File: src/ims_pkg.sv
// Package for the interrupt enable mask set/read block
package ims_pkg;
	localparam int         IMS_DW           = 32;
	localparam int         IMS_AW           = 8;
	localparam logic [7:0] IMS_OFF_SET      = 8'hd0;
	localparam logic [7:0] IMS_OFF_CLEAR    = 8'hd8;
	localparam logic [7:0] IMS_OFF_CAUSE    = 8'hc0;
	localparam logic [7:0] IMS_OFF_ISTAT    = 8'he8;
	localparam logic [7:0] IMS_OFF_IMASK    = 8'hec;
	localparam logic [31:0] IMS_RESET_VAL   = 32'h0000_0000;
	// Mask bit positions
	localparam int IMS_B_TX_WB      = 0;
	localparam int IMS_B_TX_QE      = 1;
	localparam int IMS_B_LINK       = 2;
	localparam int IMS_B_RX_SEQ     = 3;
	localparam int IMS_B_RX_DMT     = 4;
	localparam int IMS_B_RX_OVR     = 6;
	localparam int IMS_B_RX_TMR     = 7;
	localparam int IMS_B_MGMT       = 9;
	localparam int IMS_B_RX_CFG     = 10;
	localparam int IMS_B_GPI_LO     = 13;
	localparam int IMS_B_GPI_HI     = 14;
	localparam int IMS_B_TX_LOW     = 15;
	localparam int IMS_B_SMALL_PACKET_DETECT_MASK       = 16;
	localparam int IMS_B_ACK        = 17;
	localparam int IMS_B_PAR_LO     = 20;
	localparam int IMS_B_PAR_HI     = 25;
	// Writable positions on every variant
	localparam logic [31:0] IMS_BASE_BITS   = 32'h0003_82d7;
	// Positions dropped on reduced variants
	localparam logic [31:0] IMS_REDUCE_BITS = 32'h0000_6408;
	// Parity error masks on parity variants
	localparam logic [31:0] IMS_PAR_BITS    = 32'h03f0_0000;
	localparam logic [31:0] IMS_ZERO        = 32'h0000_0000;
	// Block events: mask set write and mask clear write
	localparam int IMS_NEV = 2;
	localparam logic [1:0] IMS_EV_ZERO = 2'h0;

	typedef struct packed {
		logic [IMS_AW-1:0] addr;
		logic [IMS_DW-1:0] wdata;
		logic              wr;
		logic              rd;
	} ims_req_s;

	typedef struct packed {
		logic [31:0]        mask;
		logic [IMS_DW-1:0]  rdata;
		logic [IMS_NEV-1:0] istat;
		logic [IMS_NEV-1:0] imask;
	} ims_state_s;
endpackage

File: src/ims_mask.sv
// Interrupt enable mask set/read logic with clear path and host interrupt request
// Summary of operation
// - A mask bit of one enables its interrupt source and a zero disables it.
// - The host interrupt is raised while any mask bit meets its set cause bit.
// - Writing one to a mask set register bit sets that mask bit.
// - Writing zero to a mask set register bit leaves that mask bit unchanged.
// - Reading the mask set register returns the current mask.
// - Transmit masks sit at bits 0, 1 and 15 and reset to zero.
// - Link change mask is bit 2 and management access done mask is bit 9, both reset to zero.
// - Receive masks sit at bits 3, 4, 6 and 7 and reset to zero.
// - Config set mask is bit 10, general inputs bits 14:13, small packet 16, acknowledge 17.
// - Parity variants have parity masks at bits 25:20; all higher bits are reserved.
// - A parameter turns the sequence, config set and general input masks into reserved bits.
// - Writing one to a mask clear register bit clears that mask bit; zeros leave it.
//
// Strobed register access is this design's own decision.
`timescale 1ns/100ps
module ims_mask
	import ims_pkg::*;
#(
	parameter bit PARITY_EN  = 1'b1,
	parameter bit REDUCED    = 1'b0
) (
	input  wire logic              ref_clk,
	input  wire logic              srst,
	input  wire logic [IMS_AW-1:0] reg_addr,
	input  wire logic [IMS_DW-1:0] reg_wdata,
	input  wire logic              reg_wr,
	input  wire logic              reg_rd,
	output logic      [IMS_DW-1:0] reg_rdata,
	input  wire logic [31:0]       cause_bits,
	input  wire logic              clear_strobe,
	input  wire logic [31:0]       clear_bits,
	output logic      [31:0]       mask_out,
	output logic                   host_irq,
	output logic                   blk_irq
);

	// Reduced variants drop the sequence, config set and general input positions
	localparam logic [31:0] IMPL_BITS = (REDUCED ? IMS_BASE_BITS : (IMS_BASE_BITS | IMS_REDUCE_BITS))
		| (PARITY_EN ? IMS_PAR_BITS : IMS_ZERO);

	ims_req_s   req;
	ims_state_s st_q;
	ims_state_s st_d;
	logic       set_wr;
	logic       clr_wr;
	logic [31:0] set_vec;
	logic [31:0] clr_vec;
	logic [IMS_NEV-1:0] ev;

	assign req = '{addr: reg_addr, wdata: reg_wdata, wr: reg_wr, rd: reg_rd};

	assign set_wr  = req.wr && (req.addr == IMS_OFF_SET);
	assign clr_wr  = req.wr && (req.addr == IMS_OFF_CLEAR);
	assign set_vec = set_wr ? (req.wdata & IMPL_BITS) : IMS_ZERO;
	assign clr_vec = (clr_wr ? (req.wdata & IMPL_BITS) : IMS_ZERO)
		| (clear_strobe ? (clear_bits & IMPL_BITS) : IMS_ZERO);
	assign ev      = {clr_wr, set_wr};

	always_comb begin
		st_d = st_q;
		// Set wins over clear on the same bit
		st_d.mask = ((st_q.mask & ~clr_vec) | set_vec) & IMPL_BITS;
		st_d.rdata = '0;
		if (req.rd) begin
			unique case (req.addr)
				IMS_OFF_SET:   st_d.rdata = st_q.mask;
				IMS_OFF_CAUSE: st_d.rdata = cause_bits & IMPL_BITS;
				IMS_OFF_ISTAT: st_d.rdata = {{(IMS_DW-IMS_NEV){1'b0}}, st_q.istat};
				IMS_OFF_IMASK: st_d.rdata = {{(IMS_DW-IMS_NEV){1'b0}}, st_q.imask};
				default:       st_d.rdata = '0;
			endcase
		end
		if (req.rd && req.addr == IMS_OFF_ISTAT)
			st_d.istat = ev;
		else
			st_d.istat = st_q.istat | ev;
		if (set_wr == 1'b0 && req.wr && req.addr == IMS_OFF_IMASK)
			st_d.imask = req.wdata[IMS_NEV-1:0];
	end

	always_ff @(posedge ref_clk) begin
		if (srst) begin
			st_q <= '{mask: IMS_RESET_VAL, rdata: '0, istat: IMS_EV_ZERO, imask: IMS_EV_ZERO};
		end else begin
			st_q <= st_d;
		end
	end

	assign reg_rdata = st_q.rdata;
	assign mask_out  = st_q.mask;
	assign host_irq  = |(st_q.mask & cause_bits);
	assign blk_irq   = |(st_q.istat & st_q.imask);

	// Assertions
	set_takes_a: assert property (@(posedge ref_clk) disable iff (srst)
		set_wr && !srst ##0 (1'b1) |=> ((mask_out & $past(set_vec)) == $past(set_vec)))
		else $error("mask set write did not set bits");
	zero_keeps_a: assert property (@(posedge ref_clk) disable iff (srst)
		(!clr_wr && !clear_strobe) |=> ((mask_out & ~$past(set_vec)) == ($past(mask_out) & ~$past(set_vec))))
		else $error("zero write changed mask");
	clear_takes_a: assert property (@(posedge ref_clk) disable iff (srst)
		(clr_wr && !set_wr) |=> ((mask_out & $past(clr_vec)) == IMS_ZERO))
		else $error("mask clear write did not clear bits");
	read_returns_a: assert property (@(posedge ref_clk) disable iff (srst)
		(reg_rd && reg_addr == IMS_OFF_SET) |=> (reg_rdata == $past(mask_out)))
		else $error("mask read data wrong");
	irq_follows_a: assert property (@(posedge ref_clk) disable iff (srst)
		host_irq == ((mask_out & cause_bits) != IMS_ZERO))
		else $error("host interrupt mismatch");
	reserved_zero_a: assert property (@(posedge ref_clk) disable iff (srst)
		(mask_out & ~IMPL_BITS) == IMS_ZERO)
		else $error("reserved mask bit set");
	reduced_bits_a: assert property (@(posedge ref_clk) disable iff (srst)
		REDUCED |-> ((mask_out & IMS_REDUCE_BITS) == IMS_ZERO))
		else $error("reduced variant bit set");
	reset_zero_a: assert property (@(posedge ref_clk)
		srst |=> (mask_out == IMS_RESET_VAL))
		else $error("mask not zero after reset");
	set_priority_a: assert property (@(posedge ref_clk) disable iff (srst)
		(clear_strobe && set_wr) |=> ((mask_out & $past(set_vec)) == $past(set_vec)))
		else $error("clear overrode set");
	link_pos_a: assert property (@(posedge ref_clk) disable iff (srst)
		(set_wr && reg_wdata[IMS_B_LINK] && !srst) |=> mask_out[IMS_B_LINK])
		else $error("link mask bit not set");

	set_cov_c: cover property (@(posedge ref_clk) set_wr ##1 host_irq);
	clr_cov_c: cover property (@(posedge ref_clk) clr_wr ##1 !host_irq);
	both_cov_c: cover property (@(posedge ref_clk) set_wr && clear_strobe);
	blk_cov_c: cover property (@(posedge ref_clk) blk_irq);

endmodule // ims_mask

File: config.mk
export PLATFORM = sky130hd
export DESIGN_NAME = ims_mask
export DESIGN_NICKNAME = d
export VERILOG_FILES = /design/src/ims_pkg.sv /design/src/ims_mask.sv
export SDC_FILE = /design/constraint.sdc
export NUM_CORES = 1
export LEC_CHECK = 0
export BUFFER_PORTS_ARGS = -buffer_cell sky130_fd_sc_hd__buf_2
export CAP_MARGIN = 20
export CELL_PAD_IN_SITES_DETAIL_PLACEMENT = 1
export CELL_PAD_IN_SITES_GLOBAL_PLACEMENT = 1
export CORE_MARGIN = 3
export CORE_UTILIZATION = 31
export DETAILED_ROUTE_END_ITERATION = 6
export GPL_ROUTABILITY_DRIVEN = 0
export MAX_ROUTING_LAYER = met4
export PLACE_DENSITY = 0.86
export SLEW_MARGIN = 20
export SYNTH_ARGS = -nofsm -noshare
export SYNTH_HDL_FRONTEND = slang
export SYNTH_SLANG_ARGS = --single-unit
File: constraint.sdc
create_clock -name ref_clk -period 5 [get_ports ref_clk]
set_input_delay 0.5 -clock ref_clk [delete_from_list [all_inputs] [get_ports ref_clk]]
set_output_delay 0.5 -clock ref_clk [all_outputs]
set_load 0.005 [all_outputs]
-- Word-level counts from Yosys, hierarchy flattened
Index checks and enable logic that the tools add are counted.
- reduce and logical (&&, ||, !) cells: 8
- bitwise logic cells: 9
- muxes and demuxes: 5
- eq/ne operators: 5
- operators by type and width (operator ; number):
    $pmux W26 S4 ; 1
    $mux W26 ; 3
    $or A26 B26 Y26 ; 2
    $eq A8 B8 Y1 const B ; 5
    $and A26 B32 Y32 ; 1
    $reduce_or A32 Y1 ; 1
    $and A26 B26 Y26 ; 1
    $not A26 Y26 ; 1
    $logic_and A1 B1 Y1 ; 5
    $reduce_or A2 Y1 ; 2
    $and A2 B2 Y2 ; 1
    $mux W2 ; 1
    $not A1 Y1 ; 2
    $or A2 B2 Y2 ; 1
- logic and storage cells: 31
- bits in registers: 56
- bits of input ports: 109

-- Depth between registers and ports, before layout
Gate-level depths: netlist of the first run.
- depth after elaboration: 7
- mapped depth: 6
- gate-level depth less buffers: 4

-- Worst setup path after synthesis of the first run
OpenSTA, ideal clock, no wires.
- path kind: input to register
- start: in reg_addr[0]
- end: reg st_q, in the netlist reg_rdata[0]
- path buffers: 1
- stages on the path: 5
- library setup time: 0.074 ns
- path slack: 3.091 ns
- data arrival time: 1.835 ns
- cell sequence: nand4bb_4 -> or3_1 -> or4b_4 -> buf_6 -> o22ai_2
- word-level cells in the longest chain between the ends: 2
- elaborated cells on any way between the ends: 5
- classes of those cells: 4 x eq/ne; 1 x mux
- RTL lines (what ; line ; source):
    start: declaration ; ims_mask.sv:26 ; input wire logic [IMS_AW-1:0] reg_addr,
    $eq A8 B8 Y1 ; ims_mask.sv:67 ; unique case (req.addr)
    $pmux W26 S4 (*) ; ims_mask.sv:67 ;
    end signal: assignment ; ims_mask.sv:85 ; st_q <= '{mask: IMS_RESET_VAL, rdata: '0, istat: IMS_EV_ZERO, imask: IMS_EV_ZERO};
    end signal: assignment ; ims_mask.sv:87 ; st_q <= st_d;
    end: declaration ; ims_mask.sv:44 ; ims_state_s st_q;
Mark *: on every way between the ends. The rest lies on a longest branch, timed or not.
A chain may end at the register's enable or synchronous reset.

-- Worst setup path after layout of the first run
- start: reg st_q, in the netlist mask_out[10]
- end: out host_irq
- word-level cells in the longest chain between the ends: 2
- RTL lines (what ; line ; source):
    $and A26 B32 Y32 ; ims_mask.sv:93 ; assign host_irq = |(st_q.mask & cause_bits);
    $reduce_or A32 Y1 ; ims_mask.sv:93 ;
    end: declaration ; ims_mask.sv:35 ; output logic host_irq,
No other way between the ends.

==> flow_metrics.env, run 1 <==
export IMPL_skew_ns=0.00582
export IMPL_reg2reg_from="mask_out[24]"
export IMPL_start_kind="flip-flop"
export IMPL_via_per_inst=4.81
export IMPL_die_height_um=94.8
export IMPL_drc=0
export IMPL_diodes=0
export IMPL_dp_cells=419
export IMPL_grt_max_degree=28
export IMPL_p_int_uw=546
export IMPL_critPathSlowestCell="dfxtp_1"
export IMPL_r2r_cells=3
export IMPL_io_pins=175
export IMPL_syn_cell_area_um2=2440
export IMPL_area_growth_pct=15.8
export IMPL_min_delay_start="reg_wdata[25]"
export IMPL_vias=2056
export IMPL_synth_seq_cells=44
export IMPL_worst_pin_slew_ns=0.736
export IMPL_criticalPathCategory="flip-flop to primary output"
export IMPL_power_density_nw_per_um2=251
export IMPL_place_hpwl_um=5380
export IMPL_cp_arrival_ns=1.70
export IMPL_synth_edf_count=0
export IMPL_syn_inst=259
export IMPL_grtUsageTotal_pct=15.5
export IMPL_grt_pass1_wl_um=10400
export IMPL_start_util_pct=32.8
export IMPL_rsz0062_at_grt="false"
export IMPL_clkTransAtPathRegs_ns=0.09
export IMPL_grt_overflow_total=0
export IMPL_p_leak_nw=1.53
export IMPL_clockRootBuffer="clkbuf_8"
export IMPL_multi_input_area_um2=1110
export IMPL_regArea_um2=881
export IMPL_min_path_cells=2
export IMPL_cts_repair_resized=0
export IMPL_cts_setup_buffers=0
export IMPL_place_ws_ns=2.67
export IMPL_numCtsBuffers=5
export IMPL_synth_ff_type="dfxtp_1"
export IMPL_clock_path_buffers=2
export IMPL_dieWidth_um=94.8
export IMPL_final_max_slew_viol_count=0
export IMPL_finalSetupTns_ns=0
export IMPL_drv_cap=0
export IMPL_period_minus_slack_ns=2.20
export IMPL_yosys_area_top_type_share_pct=36.0
export IMPL_htree_num_levels=2
export IMPL_postCtsHoldBufs=0
export IMPL_finalCritPeriodShare_pct=44.0
export IMPL_regToRegEndpoint="mask_out[24]"
export IMPL_finalWorstSetupSlack_ns=2.80
export IMPL_drive_above_1_share_pct=39.3
export IMPL_max_stage_delay_ns=0.35
export IMPL_yosys_top_cells_area="dfxtp_1 36%, buf_4 20%, mux2i_1 9.8%"
export IMPL_dieArea_um2=8990
export IMPL_p_clk_share_pct=41.0
export IMPL_max_slew_margin_pct=51.0
export IMPL_syn_mean_instance_area_um2=9.44
export IMPL_drt_pass1_iterations=4
export IMPL_yosysWarnings=0
export IMPL_final_setup_viol_count=0
export IMPL_async_reset_ff_share_pct=0
export IMPL_hold_path_end="mask_out[25]"
export IMPL_cp_end_kind="primary output"
export IMPL_p_seq_share_pct=49.4
export IMPL_layout_nets=436
export IMPL_vdd_drop_max_mv=0.0997
export IMPL_hold_viol=0
export IMPL_grt_pass1_vias=2110
export IMPL_cp_cell_sequence="a22o_1 > a221oi_1 > and3_1 > nand4_1 > buf_2"
export IMPL_antenna_found_initial=0
export IMPL_whs_ns=0.410
export IMPL_ant_nets=0
export IMPL_io_buffers=114
export IMPL_wl_per_cell_um=16.6
export IMPL_rows=31
export IMPL_netSwitchingPower_uw=164
export IMPL_status="finished clean"
export IMPL_core_um2=7450
export IMPL_r2r_slack_ns=4.14
export IMPL_clkSinkCount=44
export IMPL_insertion_delay_ns=0.29
export IMPL_fmax_mhz=454
export IMPL_swShare_pct=23.1
export IMPL_comb_power_share_pct=9.6
export IMPL_postRouteWirelength_um=7090
export IMPL_drt_iter0_drc=40
export IMPL_ys_seq_area_share_pct=36.0
export IMPL_post_route_util_pct=38.0
export IMPL_fill_cells=932
export IMPL_required_ns=4.50
export IMPL_cts_tree="built"
export IMPL_path_max_fanout=4
export IMPL_synth_top_area_cell="dfxtp_1"
export IMPL_fin_cells=427
export IMPL_hold_class="input port to flip-flop"
export IMPL_synth_cell_types=28
how the worst max path moves through the flow:
stage | from | depth (start not counted) | endpoint
floorplan | reg_addr[0] | 5 | reg_rdata[0]
global placement | reg_addr[4] | 6 | mask_out[9]
detailed placement | reg_addr[4] | 6 | mask_out[2]
CTS | mask_out[10] | 5 | host_irq
global route | mask_out[10] | 5 | host_irq
finish | mask_out[10] | 5 | host_irq
synthesized netlist by cell type (2+ instances only):
cell,n
buf_4,64
dfxtp_1,44
a221oi_1,24
mux2i_1,24
a21o_1,22
nand2b_1,20
nor2_1,20
clkbuf_1,9
a22o_1,5
buf_2,3
nand2_1,3
nor4_1,3
a22oi_1,2
nor3_1,2
cells in the final DEF, fill, tap and decap left out, types with 2 or more instances in the layout:
master,netlist,final
nor2_1,20,20
buf_2,3,114
clkbuf_8,0,6
buf_4,64,2
mux2i_1,24,24
a21o_1,22,22
nand2_1,3,3
nor4_2,0,2
conb_1,1,24
a22oi_1,2,2
nand2b_1,20,20
nor3_1,2,2
dfxtp_1,44,44
a221oi_1,24,24
a22o_1,5,5
cell families after synthesis:
logic type             Yosys count  share of synthesized area, %
AO/OA/AOI/OAI                   56                          18.8
AND/OR/NAND/NOR                 55                          12.8
other                            1                         0.153
buffers and inverters           79                          22.4
multiplexers                    24                          9.83
flip-flops                      44                          36.0
metrics by stage:
step | total power, mW | cell area, µm²
CTS | 0.724 | 2830
finish | 0.710 | 2830
global route | 0.743 | 2830
floorplan | 0.399 | 2530
global placement | 0.425 | 2710
detailed placement | 0.427 | 2710
metal layers:
layer	wire length (µm)	vias to the layer above	track usage (%)	share of wire (%)
met3	517	5	3.59	7.3
li1	-	977	-	-
met1	2830	990	16.9	40
met4	36	0	3.61	0.51
met2	3700	84	28.4	52
met5	0	-	-	0
state kept, by name, summed over array words and instances (netlist names):
register,cells
st_q,4
reg_rdata,20
mask_out,20
power groups by stage:
stage | Combinational (mW) | Sequential, mW | Clock (mW)
after floorplan | 0.0407 | 0.359 | 0
after global placement | 0.0659 | 0.359 | 0
after detailed placement | 0.0679 | 0.359 | 0
after CTS | 0.0680 | 0.351 | 0.305
after global routing | 0.0749 | 0.351 | 0.318
final | 0.0684 | 0.351 | 0.291
critical path, delay by kind of cell (launching register included):
kind | cells | cell delay, ns
compound gates | 2 | 0.56
simple gates | 2 | 0.37
flops | 1 | 0.35
buf+inv | 1 | 0.14
final cells by class:
type / count / share of cell area [%]
clock buffer: 6 / 2.92
clock inverter: 2 / 1.37
inverter: 1 / 0.133
multi-input combinational: 159 / 39.4
sequential: 44 / 31.1
tap: 99 / 4.38
timing repair buffer: 116 / 20.7
Power figures use the tool's default switching activity.
==> run 2: changes to the inputs <==
- CORE_UTILIZATION: 31 -> 26
- PLACE_DENSITY: 0.86 -> 0.77
- clock period: 5 -> 1.8 ns (I/O delays scaled with it)
==> run 2 against run 1 <==
Effect of this change:
- sequential share of layout area fell by 1.4 points
- wire length is 6.4% higher
- power rose to 2.8 times the previous value
- cell area grew 5.4%
- worst hold slack worse by 0.33 ns
- clock power rose to 2.7 times the previous value
- die area grew 18%
- final cell count rose by 5.2%
- register-to-register slack got worse by 3.3 ns
- non-clock buffer count is 12 higher
- critical path type unchanged
- largest cell class unchanged
==> flow_metrics.env, run 2 (synthesis gave the netlist of run 1 again) <==
export IMPL_status="finished clean"
export IMPL_core_um2=8930
export IMPL_final_setup_viol_count=0
export IMPL_clockRootBuffer="clkbuf_8"
export IMPL_comb_power_share_pct=10.3
export IMPL_hold_viol=0
export IMPL_drt_pass1_iterations=4
export IMPL_clkSinkCount=44
export IMPL_grt_max_degree=21
export IMPL_cp_num_buf_inv=1
export IMPL_area_growth_pct=22.1
export IMPL_place_hpwl_um=5990
export IMPL_cp_arrival_ns=1.53
export IMPL_antenna_found_initial=1
export IMPL_critPathSlowestCell="dfxtp_4"
export IMPL_r2r_cells=4
export IMPL_fill_cells=1060
export IMPL_layout_nets=448
export IMPL_swShare_pct=24.4
export IMPL_insertion_delay_ns=0.30
export IMPL_htree_num_levels=2
export IMPL_p_int_mw=1.48
export IMPL_netSwitchingPower_uw=479
export IMPL_max_stage_delay_ns=0.35
export IMPL_vias=2084
export IMPL_crit_family="compound AO/OA/AOI/OAI gates"
export IMPL_clkTransAtPathRegs_ns=0.10
export IMPL_via_per_inst=4.64
export IMPL_power_density_nw_per_um2=658
export IMPL_final_max_slew_viol_count=0
export IMPL_numCtsBuffers=5
export IMPL_grt_pass1_wl_um=11400
export IMPL_path_max_fanout=2
export IMPL_p_clk_share_pct=40.2
export IMPL_p_leak_nw=1.60
export IMPL_p_seq_share_pct=49.5
export IMPL_grt_pass1_vias=2152
export IMPL_hold_class="input port to flip-flop"
export IMPL_clock_path_buffers=2
export IMPL_p_total_mw=1.96
export IMPL_max_slew_margin_pct=66.5
export IMPL_postRouteWirelength_um=7540
export IMPL_drt_iter0_drc=35
export IMPL_period_minus_slack_ns=1.71
export IMPL_whs_ns=0.0844
export IMPL_grtUsageTotal_pct=14.5
export IMPL_io_buffers=114
export IMPL_grt_overflow_total=0
export IMPL_cts_tree="built"
export IMPL_skew_ns=0.0125
export IMPL_die_height_um=103
export IMPL_fin_area_um2=2980
export IMPL_vdd_drop_max_mv=0.409
export IMPL_final_common_cell="buf_2"
export IMPL_wl_per_cell_um=16.8
export IMPL_finalSetupTns_ns=0
export IMPL_worst_pin_slew_ns=0.502
export IMPL_criticalPathCategory="flip-flop to primary output"
export IMPL_start_util_pct=27.4
export IMPL_dieWidth_um=103
export IMPL_min_path_cells=2
export IMPL_rows=34
export IMPL_cp_end_kind="primary output"
export IMPL_io_pins=175
export IMPL_dpl_instance_area_um2=2830
export IMPL_drive_above_1_share_pct=43.8
export IMPL_dieArea_um2=10600
export IMPL_layout_common_cells="114 x buf_2, 40 x dfxtp_1, 24 x mux2i_1, 24 x conb_1, 22 x a21o_1"
export IMPL_finalCritPeriodShare_pct=95.0
export IMPL_drv_cap=0
export IMPL_cp_cell_sequence="a22o_1 > a221oi_2 > and3_4 > nand4_1 > buf_2"
export IMPL_ant_nets=0
export IMPL_required_ns=1.62
export IMPL_start_kind="flip-flop"
export IMPL_drc=0
export IMPL_fmax_mhz=585
export IMPL_path_depth=5
==> run 2: changes by cell type in the layout (fill, tap and decap cells not counted), moves of 2 or more <==
cell,before,now
dfxtp_1,44,40
a221oi_1,24,21
dfxtp_2,0,3
a221oi_2,0,3
buf_4,2,12
buf_12,0,2
==> run 2: layout make-up <==
class,count,area (µm²),share of cell area [%]
timing repair buffer,128,701,23.5
clock buffer,5,68.8,2.31
inverter,1,3.75,0.126
sequential,44,888,29.8
multi-input combinational,159,1140,38.2
tap,108,135,4.53
antenna,1,2.50,0.0839
clock inverter,3,46.3,1.55
==> run 2: through the flow <==
| stage | setup WS (ns) | utilization [%] | std cells |
|---|---|---|---|
| 6_report | 0.0896 | 33.4 | 449 |
| 2_1_floorplan | 0.211 | - | 282 |
| 4_1_cts | 0.0181 | 33.2 | 447 |
| 5_1_grt | -0.000837 | 33.4 | 449 |
| 3_3_place_gp | 0.0388 | 31.7 | 439 |
| 3_5_place_dp | 0.0188 | 31.7 | 439 |
==> run 2: worst register-to-register path: cells and delay by family, from the launching register on <==
kind,cells,cell delay [ns]
DFF,1,0.36
AOI/OAI and AO/OA,2,0.36
and+or+nand+nor,1,0.05
buffers and inverters,1,0.14
==> run 2: what timing repair did <==
action	CTS	global route
hold endpoints to repair	0	0
resized for setup	3	6
pin swaps	1	4
setup endpoints to repair	1	1
gates cloned	0	0
buffers inserted	0	1
hold buffers	0	0
==> run 2: power groups by stage <==
| stage | Clock (mW) | Sequential, mW | Combinational [mW] |
|---|---|---|---|
| 5_1_grt | 0.863 | 0.973 | 0.223 |
| 4_1_cts | 0.833 | 0.974 | 0.200 |
| 3_5_place_dp | 0 | 0.997 | 0.198 |
| 2_1_floorplan | 0 | 0.997 | 0.113 |
| 3_3_place_gp | 0 | 0.997 | 0.192 |
| 6_report | 0.789 | 0.972 | 0.201 |
==> run 2: path summary, 6_finish.rpt <==
check | startpoint | end | slack (ns)
setup / recovery | mask_out[10] | host_irq | 0.09
hold / removal | reg_wdata[7] | mask_out[7] | 0.08
setup reg to reg | mask_out[15] | mask_out[15] | 0.84
hold reg to reg | st_q[2] | st_q[2] | 0.52
==> run 2: routing by layer <==
metal  vias up  part of all wire [%]  routed length, µm  GRT usage [%]
met3         7                   6.9                520           3.25
met1       986                    42               3170           16.9
li1       1001                     -                  -              -
met2        90                    50               3790           25.4
met5         -                     0                  0              -
met4         0                  0.78                 59           3.29
==> run 3: changes to the inputs <==
- REMOVE_ABC_BUFFERS: default -> 1
==> run 3 against run 2 <==
Effect of this change:
- sequential share of layout area grew 0.29 points
- sequential cell count is the same
- clock power shrank 15%
- cell area shrank 1.3%
- sequential power is essentially flat
- critical endpoint unchanged
- largest cell class unchanged
- wire length shrank 2.2%
- via count shrank 0.53%
- utilization shrank 0.42 points
- first-iteration DRC count grew 63%
- power shrank 6.2%
==> flow_metrics.env, run 3 (synthesis gave the netlist of run 1 again) <==
export IMPL_status="finished clean"
export IMPL_drt_iter0_drc=57
export IMPL_cts_tree="built"
export IMPL_insertion_delay_ns=0.30
export IMPL_path_max_fanout=2
export IMPL_drt_pass1_iterations=4
export IMPL_cp_arrival_ns=1.53
export IMPL_clkTransAtPathRegs_ns=0.09
export IMPL_dieArea_um2=10600
export IMPL_period_minus_slack_ns=1.71
export IMPL_final_setup_viol_count=0
export IMPL_final_max_slew_viol_count=0
export IMPL_required_ns=1.62
export IMPL_io_buffers=114
export IMPL_area_growth_pct=20.5
export IMPL_drc=0
export IMPL_clock_path_buffers=2
export IMPL_layout_nets=449
export IMPL_comb_power_share_pct=10.6
export IMPL_antenna_found_initial=0
export IMPL_fmax_mhz=585
export IMPL_io_pins=175
export IMPL_hold_viol=0
export IMPL_die_height_um=103
export IMPL_dp_cells=439
export IMPL_core_um2=8930
export IMPL_vdd_drop_max_mv=0.250
export IMPL_cp_end_kind="primary output"
export IMPL_drive_above_1_share_pct=43.7
export IMPL_critPathSlowestCell="dfxtp_2"
export IMPL_wl_met1_um=3070
export IMPL_p_clk_share_pct=36.5
export IMPL_max_stage_delay_ns=0.33
export IMPL_grt_pass1_wl_um=10900
export IMPL_dr_wl_met2_um=3750
export IMPL_grt_pass1_vias=2093
export IMPL_via_per_inst=4.62
export IMPL_skew_ns=0.00195
export IMPL_criticalPathCategory="flip-flop to primary output"
export IMPL_grtUsageTotal_pct=13.9
export IMPL_ant_nets=0
export IMPL_layout_common_cells="114 x buf_2, 40 x dfxtp_1, 24 x mux2i_1, 24 x conb_1, 22 x a21o_1"
export IMPL_finalCritPeriodShare_pct=94.9
export IMPL_place_hpwl_um=5930
export IMPL_clkSinkCount=44
export IMPL_swShare_pct=25.4
export IMPL_vias=2073
export IMPL_hold_class="input port to flip-flop"
export IMPL_clockRootBuffer="clkbuf_8"
export IMPL_p_leak_nw=1.60
export IMPL_fin_cells=449
export IMPL_power_density_nw_per_um2=625
export IMPL_wl_met3_um=411
export IMPL_dieWidth_um=103
export IMPL_final_common_cell="buf_2"
export IMPL_highest_layer="met4"
export IMPL_post_route_util_pct=33.0
export IMPL_grt_max_degree=21
export IMPL_numCtsBuffers=5
export IMPL_start_kind="flip-flop"
export IMPL_start_util_pct=27.4
export IMPL_p_seq_share_pct=52.9
export IMPL_rows=34
export IMPL_crit_family="compound AO/OA/AOI/OAI gates"
export IMPL_netSwitchingPower_uw=468
export IMPL_cp_num_buf_inv=1
export IMPL_diodes=0
export IMPL_grt_overflow_total=0
export IMPL_drv_cap=0
export IMPL_postRouteWirelength_um=7380
export IMPL_rsz0062_at_grt="true"
export IMPL_htree_num_levels=2
export IMPL_p_total_mw=1.84
export IMPL_wl_per_cell_um=16.4
export IMPL_cp_cell_sequence="a22o_1 > a221oi_2 > and3_1 > nand4_1 > buf_2"
export IMPL_p_int_mw=1.37
## run 3: routing by layer
metal  global-route usage (%)  vias up
met3                     2.03       10
met2                     24.2       84
met4                     5.18        0
li1                         -      996
met5                        -        -
met1                     16.2      983
## run 3: timing repair
item	CTS	global route
pin swaps	2	2
hold buffers	0	0
gates resized for setup	4	3
endpoints found under the setup margin	1	1
setup buffers	0	2
## run 3: cell type report
type / instances / area (µm²)
sequential: 44 / 886
tap: 108 / 135
clock inverter: 2 / 10.0
multi-input combinational: 159 / 1130
inverter: 1 / 3.75
fill: 1092 / 5990
timing repair buffer: 129 / 696
clock buffer: 6 / 82.6
## run 3: per-stage QoR
stage	hold slack, ns	cell area [µm²]	setup TNS [ns]	setup slack, ns
6_report	0.0879	2950	0	0.0914
5_1_grt	0.0729	2950	-0.0245	-0.0245
4_1_cts	0.0744	2930	0	0.00214
3_5_place_dp	0.394	2820	-0.165	-0.0227
3_3_place_gp	0.389	2820	-0.0721	-0.0205
2_1_floorplan	0.252	1990	-16.91	-0.811
## run 3: path summary, 6_finish.rpt
path,depth (start not counted),slack (ns),end,from
worst max register to register,4,0.87,mask_out[7],mask_out[7]
worst min-delay path,2,0.09,mask_out[2],reg_wdata[2]
worst min register to register,1,0.50,st_q[3],st_q[3]
worst max-delay path,5,0.09,host_irq,mask_out[0]
## run 3: power groups by stage
stage               combinational [mW]  sequential, mW  clock, mW
floorplan                       0.0523           0.997          0
detailed placement               0.193           0.997          0
global placement                 0.187           0.997          0
finish                           0.196           0.974      0.671
CTS                              0.195           0.974      0.698
global route                     0.216           0.974      0.742
